===== config.mk =====
export PLATFORM = sky130hd
export DESIGN_NAME = unsigned_fir_and_float_to_uint
export DESIGN_NICKNAME = d
export VERILOG_FILES = /design/src/fir_cvt_pkg.sv /design/src/unsigned_fir_and_float_to_uint.sv
export VERILOG_INCLUDE_DIRS = /design/src
export SDC_FILE = /design/constraint.sdc
export NUM_CORES = 2
export LEC_CHECK = 0
export ABC_AREA = 1
export BUFFER_PORTS_ARGS = -buffer_cell sky130_fd_sc_hd__buf_4
export CAP_MARGIN = 0
export CORE_MARGIN = 2
export CORE_UTILIZATION = 30
export CTS_CLUSTER_DIAMETER = 120
export DETAILED_ROUTE_END_ITERATION = 6
export PLACE_DENSITY = 0.56
export SYNTH_ARGS = -nofsm -noshare
export SYNTH_HDL_FRONTEND = slang
export SYNTH_SLANG_ARGS = --single-unit

===== constraint.sdc =====
create_clock -name hclk -period 13.4 [get_ports hclk]
set_clock_uncertainty 0.1 [all_clocks]
set_input_delay 0.67 -clock hclk [delete_from_list [all_inputs] [get_ports hclk]]
set_output_delay 0.67 -clock hclk [all_outputs]
set_load 0.03 [all_outputs]

===== src/fir_cvt_params.svh =====
// Offsets, field positions, reset values and codes for the unsigned datapath
`ifndef FIR_CVT_PARAMS_SVH
`define FIR_CVT_PARAMS_SVH

// Register byte offsets
`define PSW_OFS       8'h00
`define IRQ_STAT_OFS  8'h04
`define IRQ_MASK_OFS  8'h08
`define UNMAPPED_OFS  8'hff

// Status word exception flag and rounding mode field positions
`define FLAG_DBZ      0
`define FLAG_INX      1
`define FLAG_UNF      2
`define FLAG_OVF      3
`define FLAG_INV      4
`define FLAG_IFZ      5
`define FLAG_OFZ      6
`define RMODE_LSB     8

// Reset values
`define FLAGS_RST     7'h00
`define RMODE_RST     2'h0
`define MASK_RST      4'h0

// Rounding mode codes
`define RM_NEAREST    2'h0
`define RM_ZERO       2'h1
`define RM_UP         2'h2
`define RM_DOWN       2'h3

// Interrupt event bit positions
`define EV_HALFWORD   0
`define EV_BYTE       1
`define EV_CONVERT    2
`define EV_EXCEPTION  3

// Halfword sum upper bound
`define HW_CLIP       32'h0fffffff

// Issue slots
`define SLOT_MAC_A    3'h2
`define SLOT_MAC_B    3'h3
`define SLOT_CVT_A    3'h1
`define SLOT_CVT_B    3'h4

// Single-precision exponent landmarks
`define EXP_MAX       8'hff
`define EXP_HALF      8'h7e
`define EXP_ONE       8'h7f
`define EXP_OVER      8'h9f

// Bus codes
`define HSIZE_WORD    3'h2

`endif


===== src/fir_cvt_pkg.sv =====
// Types shared by the unsigned dot-product and conversion datapath
package fir_cvt_pkg;

    typedef enum logic [1:0] {
        halfword_dot_product_op,
        byte_dot_product_op,
        float_to_uint_op
    } op_kind_t;

    typedef struct packed {
        logic        valid;
        op_kind_t    op;
        logic [2:0]  slot;
        logic        guard;
        logic [31:0] first_source_reg;
        logic [31:0] second_source_reg;
    } issue_t;

    typedef struct packed {
        logic        valid;
        logic        guard;
        op_kind_t    op;
        logic [31:0] a;
        logic [31:0] b;
    } operand_stage_t;

    typedef struct packed {
        logic        valid;
        logic        guard;
        op_kind_t    op;
        logic [31:0] data;
        logic [6:0]  flags;
    } result_stage_t;

    typedef struct packed {
        logic        valid;
        logic        write;
        op_kind_t    op;
        logic [31:0] data;
    } result_t;

    typedef struct packed {
        operand_stage_t s1;
        result_stage_t  s2;
        result_t        res;
        logic           refused;
        logic [6:0]     flags;
        logic [1:0]     rmode;
        logic [3:0]     irq_stat;
        logic [3:0]     irq_mask;
        logic           irq;
        logic           wr_pend;
        logic           rd_pend;
        logic [7:0]     addr;
        logic           ready;
        logic [31:0]    rdata;
    } core_state_t;

endpackage


===== src/unsigned_fir_and_float_to_uint.sv =====
// Unsigned halfword/byte dot products and float-to-unsigned conversion
`timescale 1ns/1ps
`default_nettype none
`include "fir_cvt_params.svh"

// Function
// RQ1: Halfword op sums upper and lower products
// RQ2: Halfword sum full precision, clipped at top
// RQ3: Byte op sums four byte products unclipped
// RQ4: Guard LSB zero leaves destination unchanged
// RQ5: Conversion rounds per status word mode
// RQ6: Denormal input becomes zero, flush flag
// RQ7: Conversion exceptions set status word flags
// RQ8: Flags sticky, cleared only by status write
// RQ9: Flags update together with destination write
// RQ10: Simultaneous flag updates are ORed together
// RQ11: False guard leaves flags untouched too
// RQ12: Three-cycle latency, fixed legal issue slots
// RQ13: Out-of-range inputs saturate, raise invalid
module unsigned_fir_and_float_to_uint
    import fir_cvt_pkg::*;
(
    // Clock and reset
    input  wire logic        hclk,
    input  wire logic        hresetn,
    // AHB-Lite slave
    input  wire logic        hsel,
    input  wire logic [31:0] haddr,
    input  wire logic [1:0]  htrans,
    input  wire logic        hwrite,
    input  wire logic [2:0]  hsize,
    input  wire logic [31:0] hwdata,
    input  wire logic        hready,
    output logic             hreadyout,
    output logic             hresp,
    output logic [31:0]      hrdata,
    // Issue side
    input  wire issue_t      issue,
    input  wire logic [6:0]  ext_flag_updates,
    output result_t          result,
    output logic             issue_refused,
    // Status and interrupt
    output logic [31:0]      processor_status_word,
    output logic             irq
);

    core_state_t st;
    core_state_t next_st;
    logic        accept;
    logic        slot_ok;
    logic        psw_wr;
    logic        commit;
    logic [3:0]  irq_clear;
    logic [3:0]  events;
    logic [6:0]  flag_base;
    logic [32:0] hw_sum;
    logic [38:0] cvt;
    logic [31:0] rd_mux;

    // Halfword products, one bit of headroom for the sum
    function automatic logic [32:0] hw_dot(input logic [31:0] a, input logic [31:0] b);
        logic [31:0] hi;
        logic [31:0] lo;
        hi = a[31:16] * b[31:16];
        lo = a[15:0] * b[15:0];
        return {1'b0, hi} + {1'b0, lo};
    endfunction

    // Byte products; four of them never pass 18 bits
    function automatic logic [31:0] byte_dot(input logic [31:0] a, input logic [31:0] b);
        logic [31:0] acc;
        logic [15:0] p;
        acc = 32'h0;
        p = 16'h0;
        for (int i = 0; i < 4; i++) begin
            p = a[8*i+:8] * b[8*i+:8];
            acc = acc + {16'h0, p};
        end
        return acc;
    endfunction

    // Float to unsigned: returns {flags, value}
    function automatic logic [38:0] f2u(input logic [31:0] x, input logic [1:0] rm);
        logic        s;
        logic [7:0]  ex;
        logic [22:0] m;
        logic [55:0] w;
        logic [32:0] mag;
        logic        rb;
        logic        sb;
        logic        inc;
        logic [6:0]  fl;
        logic [31:0] r;
        s = x[31];
        ex = x[30:23];
        m = x[22:0];
        w = 56'h0;
        mag = 33'h0;
        rb = 1'b0;
        sb = 1'b0;
        inc = 1'b0;
        fl = 7'h0;
        r = 32'h0;
        if (ex == `EXP_MAX) begin
            // Infinity or NaN: only +inf gives all ones
            fl[`FLAG_INV] = 1'b1;
            r = (m == 23'h0 && !s) ? 32'hffffffff : 32'h0;
        end else if (ex == 8'h00) begin
            // Denormal flushed to zero before converting
            fl[`FLAG_IFZ] = (m != 23'h0);
        end else if (ex >= `EXP_OVER) begin
            // Magnitude of 2^32 or more
            fl[`FLAG_INV] = 1'b1;
            r = s ? 32'h0 : 32'hffffffff;
        end else begin
            // Fixed point: 32 integer bits over 24 fraction bits
            if (ex >= `EXP_HALF) begin
                w = 56'({1'b1, m}) << (ex - `EXP_HALF);
            end else begin
                sb = 1'b1;
            end
            rb = w[23];
            sb = sb | (|w[22:0]);
            case (rm)
                `RM_NEAREST: inc = rb & (sb | w[24]);
                `RM_ZERO:    inc = 1'b0;
                `RM_UP:      inc = (rb | sb) & ~s;
                `RM_DOWN:    inc = (rb | sb) & s;
                default:     inc = 1'b0;
            endcase
            mag = {1'b0, w[55:24]} + {32'h0, inc};
            if (s && mag != 33'h0) begin
                fl[`FLAG_INV] = 1'b1;
            end else if (mag[32]) begin
                fl[`FLAG_INV] = 1'b1;
                r = 32'hffffffff;
            end else begin
                fl[`FLAG_INX] = rb | sb;
                r = s ? 32'h0 : mag[31:0];
            end
        end
        return {fl, r};
    endfunction

    // Issue slot check per operation
    assign slot_ok = (issue.op == float_to_uint_op) ?
                     (issue.slot == `SLOT_CVT_A || issue.slot == `SLOT_CVT_B) :
                     ((issue.op == halfword_dot_product_op || issue.op == byte_dot_product_op) &&
                      (issue.slot == `SLOT_MAC_A || issue.slot == `SLOT_MAC_B)); // RQ12

    // Bus and commit qualifiers
    assign accept = hsel & hready & htrans[1] & (hsize == `HSIZE_WORD);
    assign psw_wr = st.wr_pend && (st.addr == `PSW_OFS);
    assign commit = st.s2.valid & st.s2.guard; // RQ4 RQ11

    // Next-state logic for pipeline, status word and bus
    always_comb begin
        next_st = st;
        hw_sum = hw_dot(st.s1.a, st.s1.b); // RQ1
        cvt = f2u(st.s1.a, st.rmode); // RQ5 RQ6 RQ13
        events = 4'h0;
        irq_clear = 4'h0;
        flag_base = st.flags;
        rd_mux = 32'h0;

        // Stage 1: capture legal issues only
        next_st.s1.valid = issue.valid & slot_ok; // RQ12
        next_st.s1.guard = issue.guard;
        next_st.s1.op = issue.op;
        next_st.s1.a = issue.first_source_reg;
        next_st.s1.b = issue.second_source_reg;
        next_st.refused = issue.valid & ~slot_ok;

        // Stage 2: compute
        next_st.s2.valid = st.s1.valid;
        next_st.s2.guard = st.s1.guard;
        next_st.s2.op = st.s1.op;
        next_st.s2.flags = 7'h0;
        case (st.s1.op)
            halfword_dot_product_op: begin
                next_st.s2.data = (hw_sum > {1'b0, `HW_CLIP}) ? `HW_CLIP : hw_sum[31:0]; // RQ2
            end
            byte_dot_product_op: begin
                next_st.s2.data = byte_dot(st.s1.a, st.s1.b); // RQ3
            end
            float_to_uint_op: begin
                next_st.s2.data = cvt[31:0];
                next_st.s2.flags = cvt[38:32]; // RQ7
            end
            default: begin
                next_st.s2.data = 32'h0;
            end
        endcase

        // Stage 3: destination held when the guard is false
        next_st.res.valid = st.s2.valid;
        next_st.res.write = commit; // RQ4
        next_st.res.op = st.s2.op;
        next_st.res.data = commit ? st.s2.data : st.res.data; // RQ4

        // Completion events for the interrupt status
        if (commit) begin
            case (st.s2.op)
                halfword_dot_product_op: events[`EV_HALFWORD] = 1'b1;
                byte_dot_product_op:     events[`EV_BYTE] = 1'b1;
                float_to_uint_op:        events[`EV_CONVERT] = 1'b1;
                default:                 events = 4'h0;
            endcase
            events[`EV_EXCEPTION] = |st.s2.flags;
        end

        // Register writes land in the data phase
        if (st.wr_pend) begin
            case (st.addr)
                `PSW_OFS: begin
                    flag_base = hwdata[6:0]; // RQ8
                    next_st.rmode = hwdata[`RMODE_LSB+:2];
                end
                `IRQ_STAT_OFS: irq_clear = hwdata[3:0];
                `IRQ_MASK_OFS: next_st.irq_mask = hwdata[3:0];
                default: ;
            endcase
        end

        // Sets win over the status write; all sources merge by OR
        next_st.flags = flag_base | ext_flag_updates | (commit ? st.s2.flags : 7'h0); // RQ8 RQ9 RQ10
        next_st.irq_stat = (st.irq_stat & ~irq_clear) | events;
        next_st.irq = |(next_st.irq_stat & next_st.irq_mask);

        // Address phase capture; wide addresses decode as unmapped
        next_st.wr_pend = accept & hwrite;
        next_st.rd_pend = accept & ~hwrite;
        if (accept) begin
            next_st.addr = (|haddr[31:8]) ? `UNMAPPED_OFS : haddr[7:0];
        end

        // Read mux; unmapped reads return zero
        case (st.addr)
            `PSW_OFS:      rd_mux = {22'h0, st.rmode, 1'b0, st.flags};
            `IRQ_STAT_OFS: rd_mux = {28'h0, st.irq_stat};
            `IRQ_MASK_OFS: rd_mux = {28'h0, st.irq_mask};
            default:       rd_mux = 32'h0;
        endcase

        // One wait state on reads so a write just before is seen
        if (accept & ~hwrite) begin
            next_st.ready = 1'b0;
        end else if (st.rd_pend) begin
            next_st.ready = 1'b1;
            next_st.rdata = rd_mux;
        end
    end

    // State register
    always_ff @(posedge hclk or negedge hresetn) begin
        if (!hresetn) begin
            st <= '0;
            st.ready <= 1'b1;
            st.flags <= `FLAGS_RST;
            st.rmode <= `RMODE_RST;
            st.irq_mask <= `MASK_RST;
        end else begin
            st <= next_st;
        end
    end

    // Outputs straight from state, hresp tied to zero
    assign hreadyout = st.ready;
    assign hresp = 1'b0;
    assign hrdata = st.rdata;
    assign result = st.res;
    assign issue_refused = st.refused;
    assign processor_status_word = {22'h0, st.rmode, 1'b0, st.flags};
    assign irq = st.irq;
endmodule
`default_nettype wire


======== Yosys cells after proc, flatten, opt, wreduce, memory -nomap -nowiden ========
Index checks and enable logic that the tools add are counted.
W data, S select, Z words.
operators by class
  multipliers ............................. 6
  reduce and logical (&&, ||, !) cells .... 23
  $lt $le $gt $ge ......................... 3
  mux-type cells .......................... 51
  shift-type cells ........................ 1
  eq/ne operators ......................... 17
  add/sub/neg operators ................... 6
  bitwise gates (word level) .............. 24
operators by type and width
  operator                number
  $mux W32                9
  $mux W56                4
  $pmux W32 S3            1
  $mul A16 B16 Y32        2
  $mul A8 B8 Y16          4
  $shl A24 B8 Y56         1
  $add A32 B1 Y33         1
  $add A32 B32 Y33        1
  $gt A33 B28 Y1 const B  1
  $mux W33                1
  $reduce_bool A33 Y1     1
  $pmux W10 S3            1
  $mux W1                 24
  $reduce_or A24 Y1       1
  $logic_not A23 Y1       1
  $reduce_bool A23 Y1     1
  $reduce_or A23 Y1       1
  $mux W7                 3
  $mux W4                 5
  $add A18 B16 Y19        1
  $add A17 B16 Y18        1
  $add A16 B16 Y17        1
  $logic_not A8 Y1        2
  $or A7 B7 Y7            2
  other kinds (28)        61
storage, ports and cells
  input port bits ......................... 152
  output and inout port bits .............. 104
  word-level logic and storage cells ...... 156
  bits in registers ....................... 209

======== Logic depth before layout (Yosys ltp) ========
  depth in word-level cells ............... 22
  mapped depth ............................ 41
  mapped depth without buffers ............ 39

======== Least setup slack after synthesis ========
Ideal clock, no wire load.
  kind .................................... register to register
  start point ............................. reg st[197] (netlist bit)
  end point ............................... reg st[110] (netlist bit)
  slack ................................... 5.573 ns
  stages on the path, launching flop included .. 34
  path buffers ............................ 4
  arrival ................................. 7.598 ns
  data required time ...................... 13.171 ns
  setup time .............................. 0.129 ns
  period minus slack after synthesis ...... 7.827 ns
  cell sequence ........................... dfrtp_1 > buf_2 > buf_1 > buf_1 > nand2_1 > inv_1 > fa_1 > inv_1 > fa_1 > fa_1 > fa_1 > inv_1 > fa_1 > fa_1 > fa_1 > fa_1 > ha_1 > nand2_1 > nor3_1 > a21oi_1 > o21ai_0 > a21boi_2 > o21ai_0 > nand2_1 > nand2_1 > a21oi_1 > o21ai_1 > xnor2_1 > nand2_1 > nor3_2 > nand2_1 > buf_2 > o21ai_0 > nand3_1
RTL lines
  item                      line                                   RTL
  start: declaration        unsigned_fir_and_float_to_uint.sv:47   core_state_t st;
  start signal: assignment  unsigned_fir_and_float_to_uint.sv:263  st <= next_st;

==> load_flow_metrics.sql <==
INSERT INTO impl_metrics (metric_group, metric, value, unit) VALUES
('clock_network', 'tritoncts.num_buffers', '17', ''),
('setup_path', 'worstSetupPathType', 'reg2reg', ''),
('layout', 'drive_above_1_share', '7.164', '%'),
('synthesis', 'ys.warnings.count', '0', ''),
('timing', 'maxSlewViolCount', '0', ''),
('layout', 'num-nets-final', '5552', ''),
('setup_path', 'crit_start_category', 'flip-flop', ''),
('synthesis', 'yosys.cell_types.count', '56', ''),
('synthesis', 'post-synth-top-area-cell', 'sky130_fd_sc_hd__fa_1', ''),
('routing', 'route.detailed.vias_per_inst', '4.676', ''),
('clock_network', 'cts.repair_timing.setup_buffer_count', '0', ''),
('die', 'initial_util', '30.14', '%'),
('clock_network', 'clockRootBuffer', 'sky130_fd_sc_hd__clkbuf_16', ''),
('clock_network', 'numClockSinks', '182', ''),
('timing', 'worst_slew_pin_tran', '1143', 'ps'),
('die', 'std_cell_rows', '126', ''),
('clock_network', 'clk-insertion-delay-late', '530', 'ps'),
('die', 'dieHeight', '348.0', 'µm'),
('die', 'fp.dieW', '348.0', 'µm'),
('timing', 'final-setup-viol-count', '0', ''),
('setup_path', 'r2r_setup_slack', '3440', 'ps'),
('synthesis', 'synth_async_sr_flop_share', '100.0', '%'),
('setup_path', 'worst_path_dominant_cell_family', 'adder cells', ''),
('setup_path', 'critical_path_arrival', '10220', 'ps'),
('run_status', 'run_status', 'completed', ''),
('synthesis', 'synthesis.area', '35500', 'µm²'),
('setup_path', 'worst_ep_required_time', '13660', 'ps'),
('timing', 'timing.setup.tns', '0', 'ps'),
('global_routing', 'vias_in_the_first_global_route', '29464', ''),
('layout', 'ff_latch_area', '4564', 'µm²'),
('routing', 'first_pass_iters', '5', ''),
('synthesis', 'ys_top_cells_by_area', 'sky130_fd_sc_hd__fa_1 36%, sky130_fd_sc_hd__inv_1 13%, sky130_fd_sc_hd__dfrtp_1 13%', ''),
('global_routing', 'wire_length_of_the_first_global_routing_pass', '186900', 'µm'),
('placed_design', 'io_buffers', '184', ''),
('layout', 'filler_cell_count', '12448', ''),
('setup_path', 'worst-r2r-cell-count', '29', ''),
('layout', 'finish.cell_count_without_fillers', '6003', ''),
('timing', 'max_clock_freq', '100.4', 'MHz'),
('global_routing', 'grt_antenna_before_repair', '3', ''),
('clock_network', 'htree_num_levels', '4', ''),
('die', 'fp.dieArea', '121100', 'µm²'),
('timing', 'whs', '131.2', 'ps'),
('placed_design', 'hpwlAfterDp', '96870', 'µm'),
('timing', 'rsz0062_at_grt', 'false', ''),
('min_path', 'hold_path_class', 'in2reg', ''),
('routing', 'drt-wirelength-per-cell', '20.61', 'µm'),
('layout', 'area_used_by_multi_input_combinational_logic', '24890', 'µm²'),
('layout', 'area.growth.synth_to_final', '8.323', '%'),
('setup_path', 'critical_path.endpoint_type', 'flip-flop', ''),
('synthesis', 'cell_count_after_synthesis', '4446', ''),
('die', 'core_area', '117800', 'µm²'),
('clock_network', 'cts_tree', 'done', ''),
('synthesis', 'post_synth.cell_area_avg', '7.984', 'µm²'),
('layout', 'commonest_non_fill_non_tap_cell_in_the_layout', 'sky130_fd_sc_hd__inv_1', ''),
('routing', 'number_of_nets_still_failing_antenna_checks_after_routing', '0', ''),
('synthesis', 'synth-main-ff-cell', 'sky130_fd_sc_hd__dfrtp_1', ''),
('layout', 'mostFrequentLayoutCells', '1237 x sky130_fd_sc_hd__inv_1, 1013 x sky130_fd_sc_hd__nand2_1, 639 x sky130_fd_sc_hd__fa_1', ''),
('timing', 'final.period_utilization', '74.36', '%'),
('placed_design', 'gp_congestion', '0.9341', ''),
('setup_path', 'crit_buf_inv', '3', ''),
('placed_design', 'placed_cells_incl_taps', '5970', ''),
('die', 'top_level_pins', '256', ''),
('setup_path', 'worstPathMaxFanout', '24', ''),
('global_routing', 'grt_use_total', '21.00', '%'),
('min_path', 'hold-path-cell-count', '1', ''),
('setup_path', 'critical-path-top-cell-by-count', 'sky130_fd_sc_hd__fa_1', ''),
('timing', 'period_needed', '9964', 'ps'),
('routing', 'num_vias', '28070', ''),
('timing', 'hold_viol', '0', ''),
('layout', 'insertedDiodeCount', '0', ''),
('timing', 'max_slew_margin', '23.81', '%');
-- worst reg2reg max path: cells and delay by family, from the launching register on --
family,cells,cell delay [ps]
adder cells (fa/ha/maj),9,4240
AO/OA/AOI/OAI,10,2420
AND/OR/NAND/NOR,6,1520
flip-flops,1,1090
buffers and inverters,3,290
XOR/XNOR,1,150
-- worst max-delay path by stage --
stage	to	depth (start not counted)	slack [ps]
6_report	st[130]	29	3440
5_1_grt	st[130]	29	3010
4_1_cts	st[130]	29	3640
3_5_place_dp	st[130]	29	3700
3_3_place_gp	st[130]	29	3770
2_1_floorplan	st[110]	33	5570
-- per-stage QoR --
stage | area, µm² | setup WS (ps)
global placement | 37800 | 3771
detailed placement | 37800 | 3696
global route | 38450 | 3009
finish | 38450 | 3436
floorplan | 35670 | 5573
CTS | 38450 | 3638
-- cell usage after synthesis, types with 68 or more instances --
library cell / count
sky130_fd_sc_hd__a21oi_1: 80
sky130_fd_sc_hd__dfrtp_1: 181
sky130_fd_sc_hd__o21ai_0: 114
sky130_fd_sc_hd__fa_1: 639
sky130_fd_sc_hd__buf_4: 107
sky130_fd_sc_hd__nand3_1: 225
sky130_fd_sc_hd__clkbuf_1: 121
sky130_fd_sc_hd__nand2_1: 1013
sky130_fd_sc_hd__nand4_1: 68
sky130_fd_sc_hd__ha_1: 307
sky130_fd_sc_hd__nor2_1: 106
sky130_fd_sc_hd__inv_1: 1237
-- cell type report --
| cell class | count | share of cell area [%] |
|---|---|---|
| well taps | 1536 | 4.998 |
| clock inverters | 15 | 0.5500 |
| repair buffers | 235 | 4.614 |
| flip-flops and latches | 182 | 11.87 |
| multi-input cells | 2775 | 64.73 |
| inverters | 1243 | 12.13 |
| clock buffers | 17 | 1.106 |
-- state kept, by name (all words and copies together) (netlist names) --
register,cells
irq,1
next_st,7
processor_status_word,9
hrdata,9
result,36
issue_refused,1
st,118
hreadyout,1
-- logic make-up (layout without fill, tap and decap cells) --
logic type / count (synthesis) / in the layout / synth area share (%)
compound gates: 248 / 248 / 3.877
xor+xnor: 44 / 44 / 1.107
fa+ha+maj: 946 / 946 / 46.86
buf+inv: 1535 / 1510 / 17.55
flops: 182 / 182 / 12.83
mux: 1 / 1 / 0.03172
other cells: 1 / 47 / 0.01056
simple gates: 1489 / 1489 / 17.73
-- routing by layer --
layer	track usage, %	vias up	share of wire, %
met3	4.429	183	7.7
met5	0	-	0
li1	-	12869	-
met4	8.419	0	4.2
met1	27.23	13987	42
met2	34.13	1031	46
-- what timing repair did --
action,in CTS,in global routing
hold buffers,1,0
endpoints found under the hold margin,28,0
resized for setup,0,0
setup endpoints to repair,0,0
Power is left out: the tool's default activity adds up to more than one toggle a clock period on the data nets, which glitch-free logic cannot reach.
